`src/inc/cjd_consts.svh`:
```
// Contract
// - Operation taken from the six-bit operation code field of each word.
// - Program counter counts one's complement, modulus two to fifteenth minus one.
// - Top stage of a signed register is the sign, one negative.
// - Negation inverts every bit of the positive value.
// - Sign extension copies the sign bit into every higher stage.
// - A 24-bit auxiliary arithmetic register assists the accumulator.
// - A 28-bit data register captures reads and holds writes, with parity. The four parity bits are carried through but never generated or checked.
// - A 13-bit address register presents the word being accessed.
// - Data words are 24 bits; a location holds instruction or data.
// - A store clears the target location, then copies the register into it.
// - Replace writes the result back to the operand's own location.
// - Register transfer copies source to destination, leaving the source unchanged.
// - Toggle inverts selected bits and leaves the others alone.
// - Operation 00.0 halts; restart reads next instruction from the address field.
// - Operations 00.1 to 00.6 jump to m when the numbered key is set.
// - Operation 00.7 writes P plus one into m's address, continues at m plus one.
`ifndef CJD_CONSTS_SVH
`define CJD_CONSTS_SVH
`define CJD_WORD_W     24
`define CJD_OP_W       6
`define CJD_OP_MSB     23
`define CJD_OP_LSB     18
`define CJD_SUB_MSB    17
`define CJD_SUB_LSB    15
`define CJD_ADDR_W     15
`define CJD_SADDR_W    13
`define CJD_ZREG_W     28
`define CJD_PAR_W      4
`define CJD_KEYS       6
`define CJD_GROUP0     6'h00
`define CJD_SUB_HALT   3'h0
`define CJD_SUB_RTJ    3'h7
`define CJD_P_RESET    15'h0000
`define CJD_P_ONE      15'h0001
`define CJD_P_MAX      15'h7fff
`endif

```
`src/inc/cjd_pkg.sv`:
```
`default_nettype none
package cjd_pkg;
  typedef enum logic [6:0] {
    CJD_FETCH   = 7'h01,
    CJD_FWAIT   = 7'h02,
    CJD_DECODE  = 7'h04,
    CJD_HALTED  = 7'h08,
    CJD_RDM     = 7'h10,
    CJD_RWAIT   = 7'h20,
    CJD_WRM     = 7'h40
  } cjd_state_t;
  typedef enum logic [1:0] {
    CJD_X_NONE   = 2'h0,
    CJD_X_NEGATE = 2'h1,
    CJD_X_TOGGLE = 2'h2,
    CJD_X_SEXT   = 2'h3
  } cjd_xop_t;
endpackage
`default_nettype wire

```
`src/core/cjd_top.sv`:
```
`include "cjd_consts.svh"
`default_nettype none
module cjd_top
  import cjd_pkg::*;
(
  input  wire logic                     clk,
  input  wire logic                     rstn,
  input  wire logic [`CJD_KEYS-1:0]     jump_key,
  input  wire logic                     restart,
  input  wire logic                     mem_ready,
  input  wire logic [`CJD_ZREG_W-1:0]   mem_rdata,
  input  wire logic                     xfer_req,
  input  wire logic [1:0]               xfer_op,
  input  wire logic [`CJD_WORD_W-1:0]   xfer_mask,
  input  wire logic [`CJD_WORD_W-1:0]   acc_in,
  output logic                          mem_read,
  output logic                          mem_write,
  output logic                          mem_clear,
  output logic [`CJD_SADDR_W-1:0]       mem_addr,
  output logic [`CJD_ZREG_W-1:0]        mem_wdata,
  output logic [`CJD_ADDR_W-1:0]        prog_addr,
  output logic [`CJD_WORD_W-1:0]        instr,
  output logic [`CJD_WORD_W-1:0]        aux_reg,
  output logic                          aux_neg,
  output logic                          halted,
  output logic                          unimpl
);
  // Console and storage inputs are asynchronous to this clock
  logic [`CJD_KEYS-1:0]   key_s1;
  logic [`CJD_KEYS-1:0]   key_s2;
  logic                   rst_s1;
  logic                   rst_s2;
  logic                   rst_d;
  logic                   rdy_s1;
  logic                   rdy_s2;
  always_ff @(posedge clk) begin
    if (!rstn) begin
      key_s1 <= '0;
      key_s2 <= '0;
      rst_s1 <= 1'b0;
      rst_s2 <= 1'b0;
      rst_d  <= 1'b0;
      rdy_s1 <= 1'b0;
      rdy_s2 <= 1'b0;
    end else begin
      key_s1 <= jump_key;
      key_s2 <= key_s1;
      rst_s1 <= restart;
      rst_s2 <= rst_s1;
      rst_d  <= rst_s2;
      rdy_s1 <= mem_ready;
      rdy_s2 <= rdy_s1;
    end
  end
  logic restart_pulse;
  assign restart_pulse = rst_s2 & ~rst_d;

  cjd_state_t                 state;
  cjd_state_t                 next_state;
  logic [`CJD_ADDR_W-1:0]     next_prog_addr;
  logic [`CJD_WORD_W-1:0]     next_instr;
  logic [`CJD_ZREG_W-1:0]     zreg;
  logic [`CJD_ZREG_W-1:0]     next_zreg;
  logic [`CJD_SADDR_W-1:0]    next_mem_addr;
  logic                       next_mem_read;
  logic                       next_mem_write;
  logic                       next_mem_clear;
  logic                       next_halted;
  logic                       next_unimpl;
  logic [`CJD_ADDR_W-1:0]     ret_addr;
  logic [`CJD_ADDR_W-1:0]     p_plus1;
  logic [`CJD_ADDR_W-1:0]     m_plus1;
  logic [`CJD_ADDR_W-1:0]     m_field;
  logic [`CJD_OP_W-1:0]       opcode;
  logic [2:0]                 sub;
  logic                       key_hit;
  logic                       armed;
  logic                       next_armed;

  cjd_ones_add #(.W(`CJD_ADDR_W)) u_pinc (
    .a   (prog_addr),
    .b   (`CJD_P_ONE),
    .sum (p_plus1)
  );
  cjd_ones_add #(.W(`CJD_ADDR_W)) u_minc (
    .a   (m_field),
    .b   (`CJD_P_ONE),
    .sum (m_plus1)
  );

  always_comb begin
    opcode  = instr[`CJD_OP_MSB:`CJD_OP_LSB];
    sub     = instr[`CJD_SUB_MSB:`CJD_SUB_LSB];
    m_field = instr[`CJD_ADDR_W-1:0];
    key_hit = 1'b0;
    if (sub != `CJD_SUB_HALT && sub != `CJD_SUB_RTJ) begin
      key_hit = key_s2[sub - 3'h1];
    end
  end

  always_comb begin
    next_state     = state;
    next_prog_addr = prog_addr;
    next_instr     = instr;
    next_zreg      = zreg;
    next_mem_addr  = mem_addr;
    next_mem_read  = 1'b0;
    next_mem_write = 1'b0;
    next_mem_clear = 1'b0;
    next_halted    = halted;
    next_unimpl    = unimpl;
    next_armed     = 1'b0;
    case (state)
      CJD_FETCH: begin
        next_mem_addr = prog_addr[`CJD_SADDR_W-1:0];
        next_mem_read = 1'b1;
        next_state    = CJD_FWAIT;
      end
      CJD_FWAIT: begin
        // Synced ready trails storage by two edges; the last access's ready
        // must be seen low first, or stale data would be taken twice
        next_mem_read = 1'b1;
        next_armed    = armed | ~rdy_s2;
        if (armed && rdy_s2) begin
          next_mem_read = 1'b0;
          next_armed    = 1'b0;
          next_zreg     = mem_rdata;
          next_instr    = mem_rdata[`CJD_WORD_W-1:0];
          next_state    = CJD_DECODE;
        end
      end
      CJD_DECODE: begin
        next_state = CJD_FETCH;
        if (opcode != `CJD_GROUP0) begin
          // Other groups belong to other decoders; flag and step on
          next_unimpl    = 1'b1;
          next_prog_addr = p_plus1;
        end else begin
          case (sub)
            `CJD_SUB_HALT: begin
              next_halted    = 1'b1;
              next_prog_addr = m_field;
              next_state     = CJD_HALTED;
            end
            `CJD_SUB_RTJ: begin
              next_mem_addr = m_field[`CJD_SADDR_W-1:0];
              next_mem_read = 1'b1;
              next_state    = CJD_RDM;
            end
            default: begin
              if (key_hit) begin
                next_prog_addr = m_field;
              end else begin
                next_prog_addr = p_plus1;
              end
            end
          endcase
        end
      end
      CJD_HALTED: begin
        if (restart_pulse) begin
          next_halted = 1'b0;
          next_state  = CJD_FETCH;
        end
      end
      CJD_RDM: begin
        // Read-modify-write keeps the upper 13 bits of m intact
        next_mem_read = 1'b1;
        next_armed    = armed | ~rdy_s2;
        if (armed && rdy_s2) begin
          next_mem_read = 1'b0;
          next_armed    = 1'b0;
          next_zreg     = mem_rdata;
          next_zreg[`CJD_ADDR_W-1:0] = ret_addr;
          next_state    = CJD_RWAIT;
        end
      end
      CJD_RWAIT: begin
        next_mem_clear = 1'b1;
        next_state     = CJD_WRM;
      end
      CJD_WRM: begin
        next_mem_write = 1'b1;
        next_armed     = armed | ~rdy_s2;
        if (armed && rdy_s2 && mem_write) begin
          next_mem_write = 1'b0;
          next_armed     = 1'b0;
          next_prog_addr = m_plus1;
          next_state     = CJD_FETCH;
        end
      end
      default: begin
        next_state = CJD_FETCH;
      end
    endcase
  end

  always_comb begin
    ret_addr = p_plus1;
  end

  always_ff @(posedge clk) begin
    if (!rstn) begin
      state     <= CJD_FETCH;
      prog_addr <= `CJD_P_RESET;
      instr     <= '0;
      zreg      <= '0;
      mem_addr  <= '0;
      mem_read  <= 1'b0;
      mem_write <= 1'b0;
      mem_clear <= 1'b0;
      halted    <= 1'b0;
      unimpl    <= 1'b0;
      armed     <= 1'b0;
    end else begin
      state     <= next_state;
      prog_addr <= next_prog_addr;
      instr     <= next_instr;
      zreg      <= next_zreg;
      mem_addr  <= next_mem_addr;
      mem_read  <= next_mem_read;
      mem_write <= next_mem_write;
      mem_clear <= next_mem_clear;
      halted    <= next_halted;
      unimpl    <= next_unimpl;
      armed     <= next_armed;
    end
  end

  always_comb begin
    mem_wdata = zreg;
  end

  // Auxiliary register; operand comes from the same-clock accumulator side
  logic [`CJD_WORD_W-1:0] next_aux;
  logic [`CJD_WORD_W-1:0] ext15;
  always_comb begin
    ext15 = {{(`CJD_WORD_W-`CJD_ADDR_W){acc_in[`CJD_ADDR_W-1]}},
             acc_in[`CJD_ADDR_W-1:0]};
    next_aux = aux_reg;
    if (xfer_req) begin
      case (cjd_xop_t'(xfer_op))
        CJD_X_NONE:   next_aux = acc_in;
        CJD_X_NEGATE: next_aux = ~acc_in;
        CJD_X_TOGGLE: next_aux = aux_reg ^ xfer_mask;
        CJD_X_SEXT:   next_aux = ext15;
        default:      next_aux = aux_reg;
      endcase
    end
  end
  always_ff @(posedge clk) begin
    if (!rstn) begin
      aux_reg <= '0;
      aux_neg <= 1'b0;
    end else begin
      aux_reg <= next_aux;
      aux_neg <= next_aux[`CJD_WORD_W-1];
    end
  end
endmodule
`default_nettype wire

```
`src/core/cjd_ones_add.sv`:
```
`include "cjd_consts.svh"
`default_nettype none
module cjd_ones_add #(
  parameter int W = 15
) (
  input  wire logic [W-1:0] a,
  input  wire logic [W-1:0] b,
  output var  logic [W-1:0] sum
);
  logic [W:0]   raw;
  logic [W-1:0] wrapped;
  always_comb begin
    // End-around carry; all-ones is minus zero and folds to zero
    raw = {1'b0, a} + {1'b0, b};
    wrapped = raw[W-1:0] + {{(W-1){1'b0}}, raw[W]};
    sum = (&wrapped) ? '0 : wrapped;
  end
endmodule
`default_nettype wire

```
`config.mk`:
```
export PLATFORM = sky130hd
export DESIGN_NAME = cjd_top
export DESIGN_NICKNAME = d
export VERILOG_FILES = /design/src/inc/cjd_pkg.sv /design/src/core/cjd_top.sv /design/src/core/cjd_ones_add.sv
export VERILOG_INCLUDE_DIRS = /design/src /design/src/inc
export SDC_FILE = /design/constraint.sdc
export NUM_CORES = 1
export LEC_CHECK = 0
export BUFFER_PORTS_ARGS = -buffer_cell sky130_fd_sc_hd__buf_2
export CAP_MARGIN = 5
export CORE_MARGIN = 2
export CORE_UTILIZATION = 46
export DETAILED_ROUTE_END_ITERATION = 8
export PLACE_DENSITY_LB_ADDON = 0.2
export RECOVER_POWER = 25
export SLEW_MARGIN = 20
export SYNTH_ARGS = -nofsm -noshare
export SYNTH_HDL_FRONTEND = slang
export SYNTH_SLANG_ARGS = --single-unit
```
`constraint.sdc`:
```
create_clock -name clk -period 6.5 [get_ports clk]
set_input_delay 0 -clock clk [delete_from_list [all_inputs] [get_ports clk]]
set_output_delay 0 -clock clk [all_outputs]
set_load 0.05 [all_outputs]
```
==> impl_metrics.toml <==
[status]
status = "finished, violations left"
failed_checks = "capacitance limit, slew limit"

[placed_design]
globalplace.congestion = 0.983
place.detailed.hpwl_um = 18300
count_of_buffers_from_port_buffering = 198
dpl_worst_slack_ns = 1.61

[timing]
fin_crit_sh = 0.769
final_hold_viol_count = 0
report.final.slew_viol_count = 63
maxSlewHeadroom = -0.608
grt_setup_unrepaired = "no"
report.final.setup_viol = 0
final.setup_skew_ns = 0.0110
timing_worst_slew_pin_value_ns = 2.41
fin_crit_ns = 5.00
achievable-frequency_ghz = 0.200
fin_setup_tns_ns = 0
final.setup.worst_slack_ns = 1.50

[floorplanning]
row_count = 48
floorplan_core_area_sq_um = 17400
ioPinCount = 199
die_w_um = 138
floorplan.die.height_um = 138
floorplan.die_area_sq_um = 19000
initial_core_util = 0.473

[clocking]
clock-sinks = 134
cts-hold-fix-buffers = 65
postCtsSetupBuffers = 0
number_of_levels_the_h_tree_was_split_into = 4
cts-resized-gates = 0
cts_root_buffer = "sky130_fd_sc_hd__clkbuf_16"
tritoncts = "done"
cts.reportedPaths.clkPinSlew_ns = 0.06
insertion_delay_ns = 0.42
cts_inserted_buffers = 17
max-clock-path-buffers = 2

[setup_path]
required_time_of_the_critical_path_ns = 6.85
critPathCaptureType = "flip-flop"
worstSetupPathType = "flip-flop to flip-flop"
reg2reg_setup_slack_ns = 1.50
startpoint_type = "flip-flop"
worstPathMaxFanout = 14
arrival_ns = 5.35

[final_layout]
largest_register_ffs = 28
synthToLayoutAreaGrowth_pct = 25.3
antenna_cells_inserted = 0
layout.area.seq_sq_um = 2680
drive_above_1_share = 0.191
multi_input_area_sq_um = 5050
design.final.nets = 1335
n_fill_cell = 1643
finalCoreUtilization = 0.592

[power_and_ir_drop]
design_power_total_w = 0.00221
share_seq_of_total_power = 0.394
pwr_cell_area_nw_per_um2 = 215
vdd.ir_drop.worst_mv = 0.202
share_comb_of_total_power = 0.142
netSwitchingPower_w = 0.000584
p_leak_nw = 4.08
power_switching_share = 0.264
power_report.internal_total_w = 0.00163
p_clk_frac = 0.463

[synth]
postSynthNetCount = 1132
netlist_top_cells_area = "sky130_fd_sc_hd__dfxtp_1 33%, sky130_fd_sc_hd__nand2_1 6.7%, sky130_fd_sc_hd__a21oi_1 5.4%"
postSynthRegisterBits = 134
synth_top_area_frac = 0.326
yosys_most_used_dff = "sky130_fd_sc_hd__dfxtp_1"
synthDistinctLibCells = 89
synthArstFlopShare = 0
post_synth_design_cell_area_sq_um = 8230
yosys_warnings = 0
synth-edff-count = 0
postSynthAreaPerCell_sq_um = 7.96
synth_area_leader_cell = "sky130_fd_sc_hd__dfxtp_1"
yosysSeqAreaShare = 0.326
syn-instance-count = 1034

[grt]
grt_pass1_vias = 7725
grt_remaining_overflow = 0
maximum_number_of_pins_on_one_net_before_global_route_repair = 76
first_pass_grt_wire_length_um = 40800
globalRouteTotalUtil = 0.274
grt_antenna_before_repair = 0

[hold_path]
min_path_type = "input port to flip-flop"

[route]
vias = 8384
drcViolationCount = 0
routedWlPerCell_um = 17.8
via_per_inst = 5.69
drt_wl_total_um = 26200
detailedRoute.firstPassIterationCount = 5
initial_drc_count = 747
ant_nets = 0

[job]
drv.max_cap_violation_count = 1
-- critical path: stages, from the launching register on --
cell	delay [ns]
sky130_fd_sc_hd__dfxtp_1	0.59
sky130_fd_sc_hd__nand3_1	0.35
sky130_fd_sc_hd__or2_1	0.41
sky130_fd_sc_hd__nor4_1	0.37
sky130_fd_sc_hd__ha_1	0.28
sky130_fd_sc_hd__ha_1	0.32
sky130_fd_sc_hd__nand2b_2	0.09
sky130_fd_sc_hd__o32a_1	0.30
sky130_fd_sc_hd__a222oi_1	0.65
sky130_fd_sc_hd__a31oi_1	0.20
sky130_fd_sc_hd__a311oi_2	0.30
sky130_fd_sc_hd__and3b_2	0.30
sky130_fd_sc_hd__a21oi_4	0.46
sky130_fd_sc_hd__a221oi_1	0.18
sky130_fd_sc_hd__nor2_1	0.13
-- final timing paths --
kind,startpoint,endpoint,cells past startpoint
max reg2reg,prog_addr[4],mem_wdata[2],14
min,xfer_mask[13],aux_reg[13],4
max,prog_addr[4],mem_wdata[2],14
min reg2reg,key_s1[5],key_s2[5],1
-- layout by cell type, fill, tap and decap left out, drive strengths merged, types with 4 or more instances in the layout --
master       instances
a21oi               91
dfxtp              134
inv                 16
xor2                32
xnor2               40
o311ai               5
buf                158
clkinvlp             4
nor2b                6
bufinv               4
clkbuf              65
o21ai               79
and4                 4
and2                26
a211oi              18
ha                   9
a221oi              16
nand4b               8
and3                 8
nand2b              15
nand3b               7
o211ai              13
nand2              149
nor4                13
o21a                17
dlygate4sd3         65
nor2                74
mux2i               36
nand4               15
nor3                 7
or2                  7
and4b                4
a31oi               16
nand3               33
nor4b                4
-- logic make-up (layout without fill, tap and decap cells) --
kind of cell	after synthesis	in the layout	share of synthesized area
XOR/XNOR	72	72	0.0784
adder cells (fa/ha/maj)	9	9	0.0137
multiplexers	40	40	0.0506
buffers and inverters	98	313	0.0617
AND/OR/NAND/NOR	398	398	0.244
AO/OA/AOI/OAI	283	283	0.226
flip-flops	134	134	0.326
-- synth_stat cells (5+ instances only) --
master,number
sky130_fd_sc_hd__nor2b_1,6
sky130_fd_sc_hd__nand2b_1,14
sky130_fd_sc_hd__a221oi_1,8
sky130_fd_sc_hd__nand2_1,148
sky130_fd_sc_hd__nand3_1,33
sky130_fd_sc_hd__nor3_1,7
sky130_fd_sc_hd__dfxtp_1,134
sky130_fd_sc_hd__a21oi_1,89
sky130_fd_sc_hd__nor2_1,74
sky130_fd_sc_hd__xor2_1,32
sky130_fd_sc_hd__a211oi_1,18
sky130_fd_sc_hd__a221oi_2,8
sky130_fd_sc_hd__buf_2,8
sky130_fd_sc_hd__xnor2_1,38
sky130_fd_sc_hd__nand4b_1,8
sky130_fd_sc_hd__inv_1,14
sky130_fd_sc_hd__o21a_1,17
sky130_fd_sc_hd__o21ai_0,76
sky130_fd_sc_hd__buf_6,9
sky130_fd_sc_hd__o211ai_1,13
sky130_fd_sc_hd__and3_1,7
sky130_fd_sc_hd__nor4_1,12
sky130_fd_sc_hd__buf_4,5
sky130_fd_sc_hd__buf_1,7
sky130_fd_sc_hd__mux2i_1,36
sky130_fd_sc_hd__ha_1,9
sky130_fd_sc_hd__or2_2,6
sky130_fd_sc_hd__nand3b_1,7
sky130_fd_sc_hd__and2_1,24
sky130_fd_sc_hd__a31oi_1,15
sky130_fd_sc_hd__nand4_1,14
sky130_fd_sc_hd__clkbuf_1,50
-- final cells by class --
| class | instances | share of cell area |
|---|---|---|
| Sequential cell | 134 | 0.260 |
| Clock inverter | 11 | 0.0167 |
| Multi-Input combinational cell | 802 | 0.489 |
| Clock buffer | 20 | 0.0443 |
| Tap cell | 225 | 0.0273 |
| Timing Repair Buffer | 268 | 0.157 |
| Inverter | 14 | 0.00509 |
-- power by group through the flow --
stage | Sequential [W] | Clock, W | Combinational [W]
floorplan | 0.000975 | 0 | 0.000117
finish | 0.000873 | 0.00103 | 0.000315
global placement | 0.000890 | 0 | 0.000279
detailed placement | 0.000890 | 0 | 0.000282
global route | 0.000877 | 0.00108 | 0.000341
CTS | 0.000873 | 0.00104 | 0.000317
-- per-stage QoR --
stage	std cells	cell area, sq um	hold slack, ns
3_5_place_dp	1378	9090	0.208
4_1_cts	1474	10400	0.000687
2_1_floorplan	1034	8230	0.127
6_report	1474	10300	0.0197
5_1_grt	1474	10300	0.0659
3_3_place_gp	1378	9090	0.207
-- routing by layer --
metal | share of wire | routed length [um] | vias to the layer above | GRT usage
met4 | 0.022 | 576 | 0 | 0.0930
met3 | 0.081 | 2130 | 47 | 0.0681
li1 | - | - | 4098 | -
met1 | 0.44 | 11600 | 3892 | 0.380
met5 | 0 | 0 | - | 0
met2 | 0.45 | 11900 | 347 | 0.416
(Power assumes the default switching activity.)
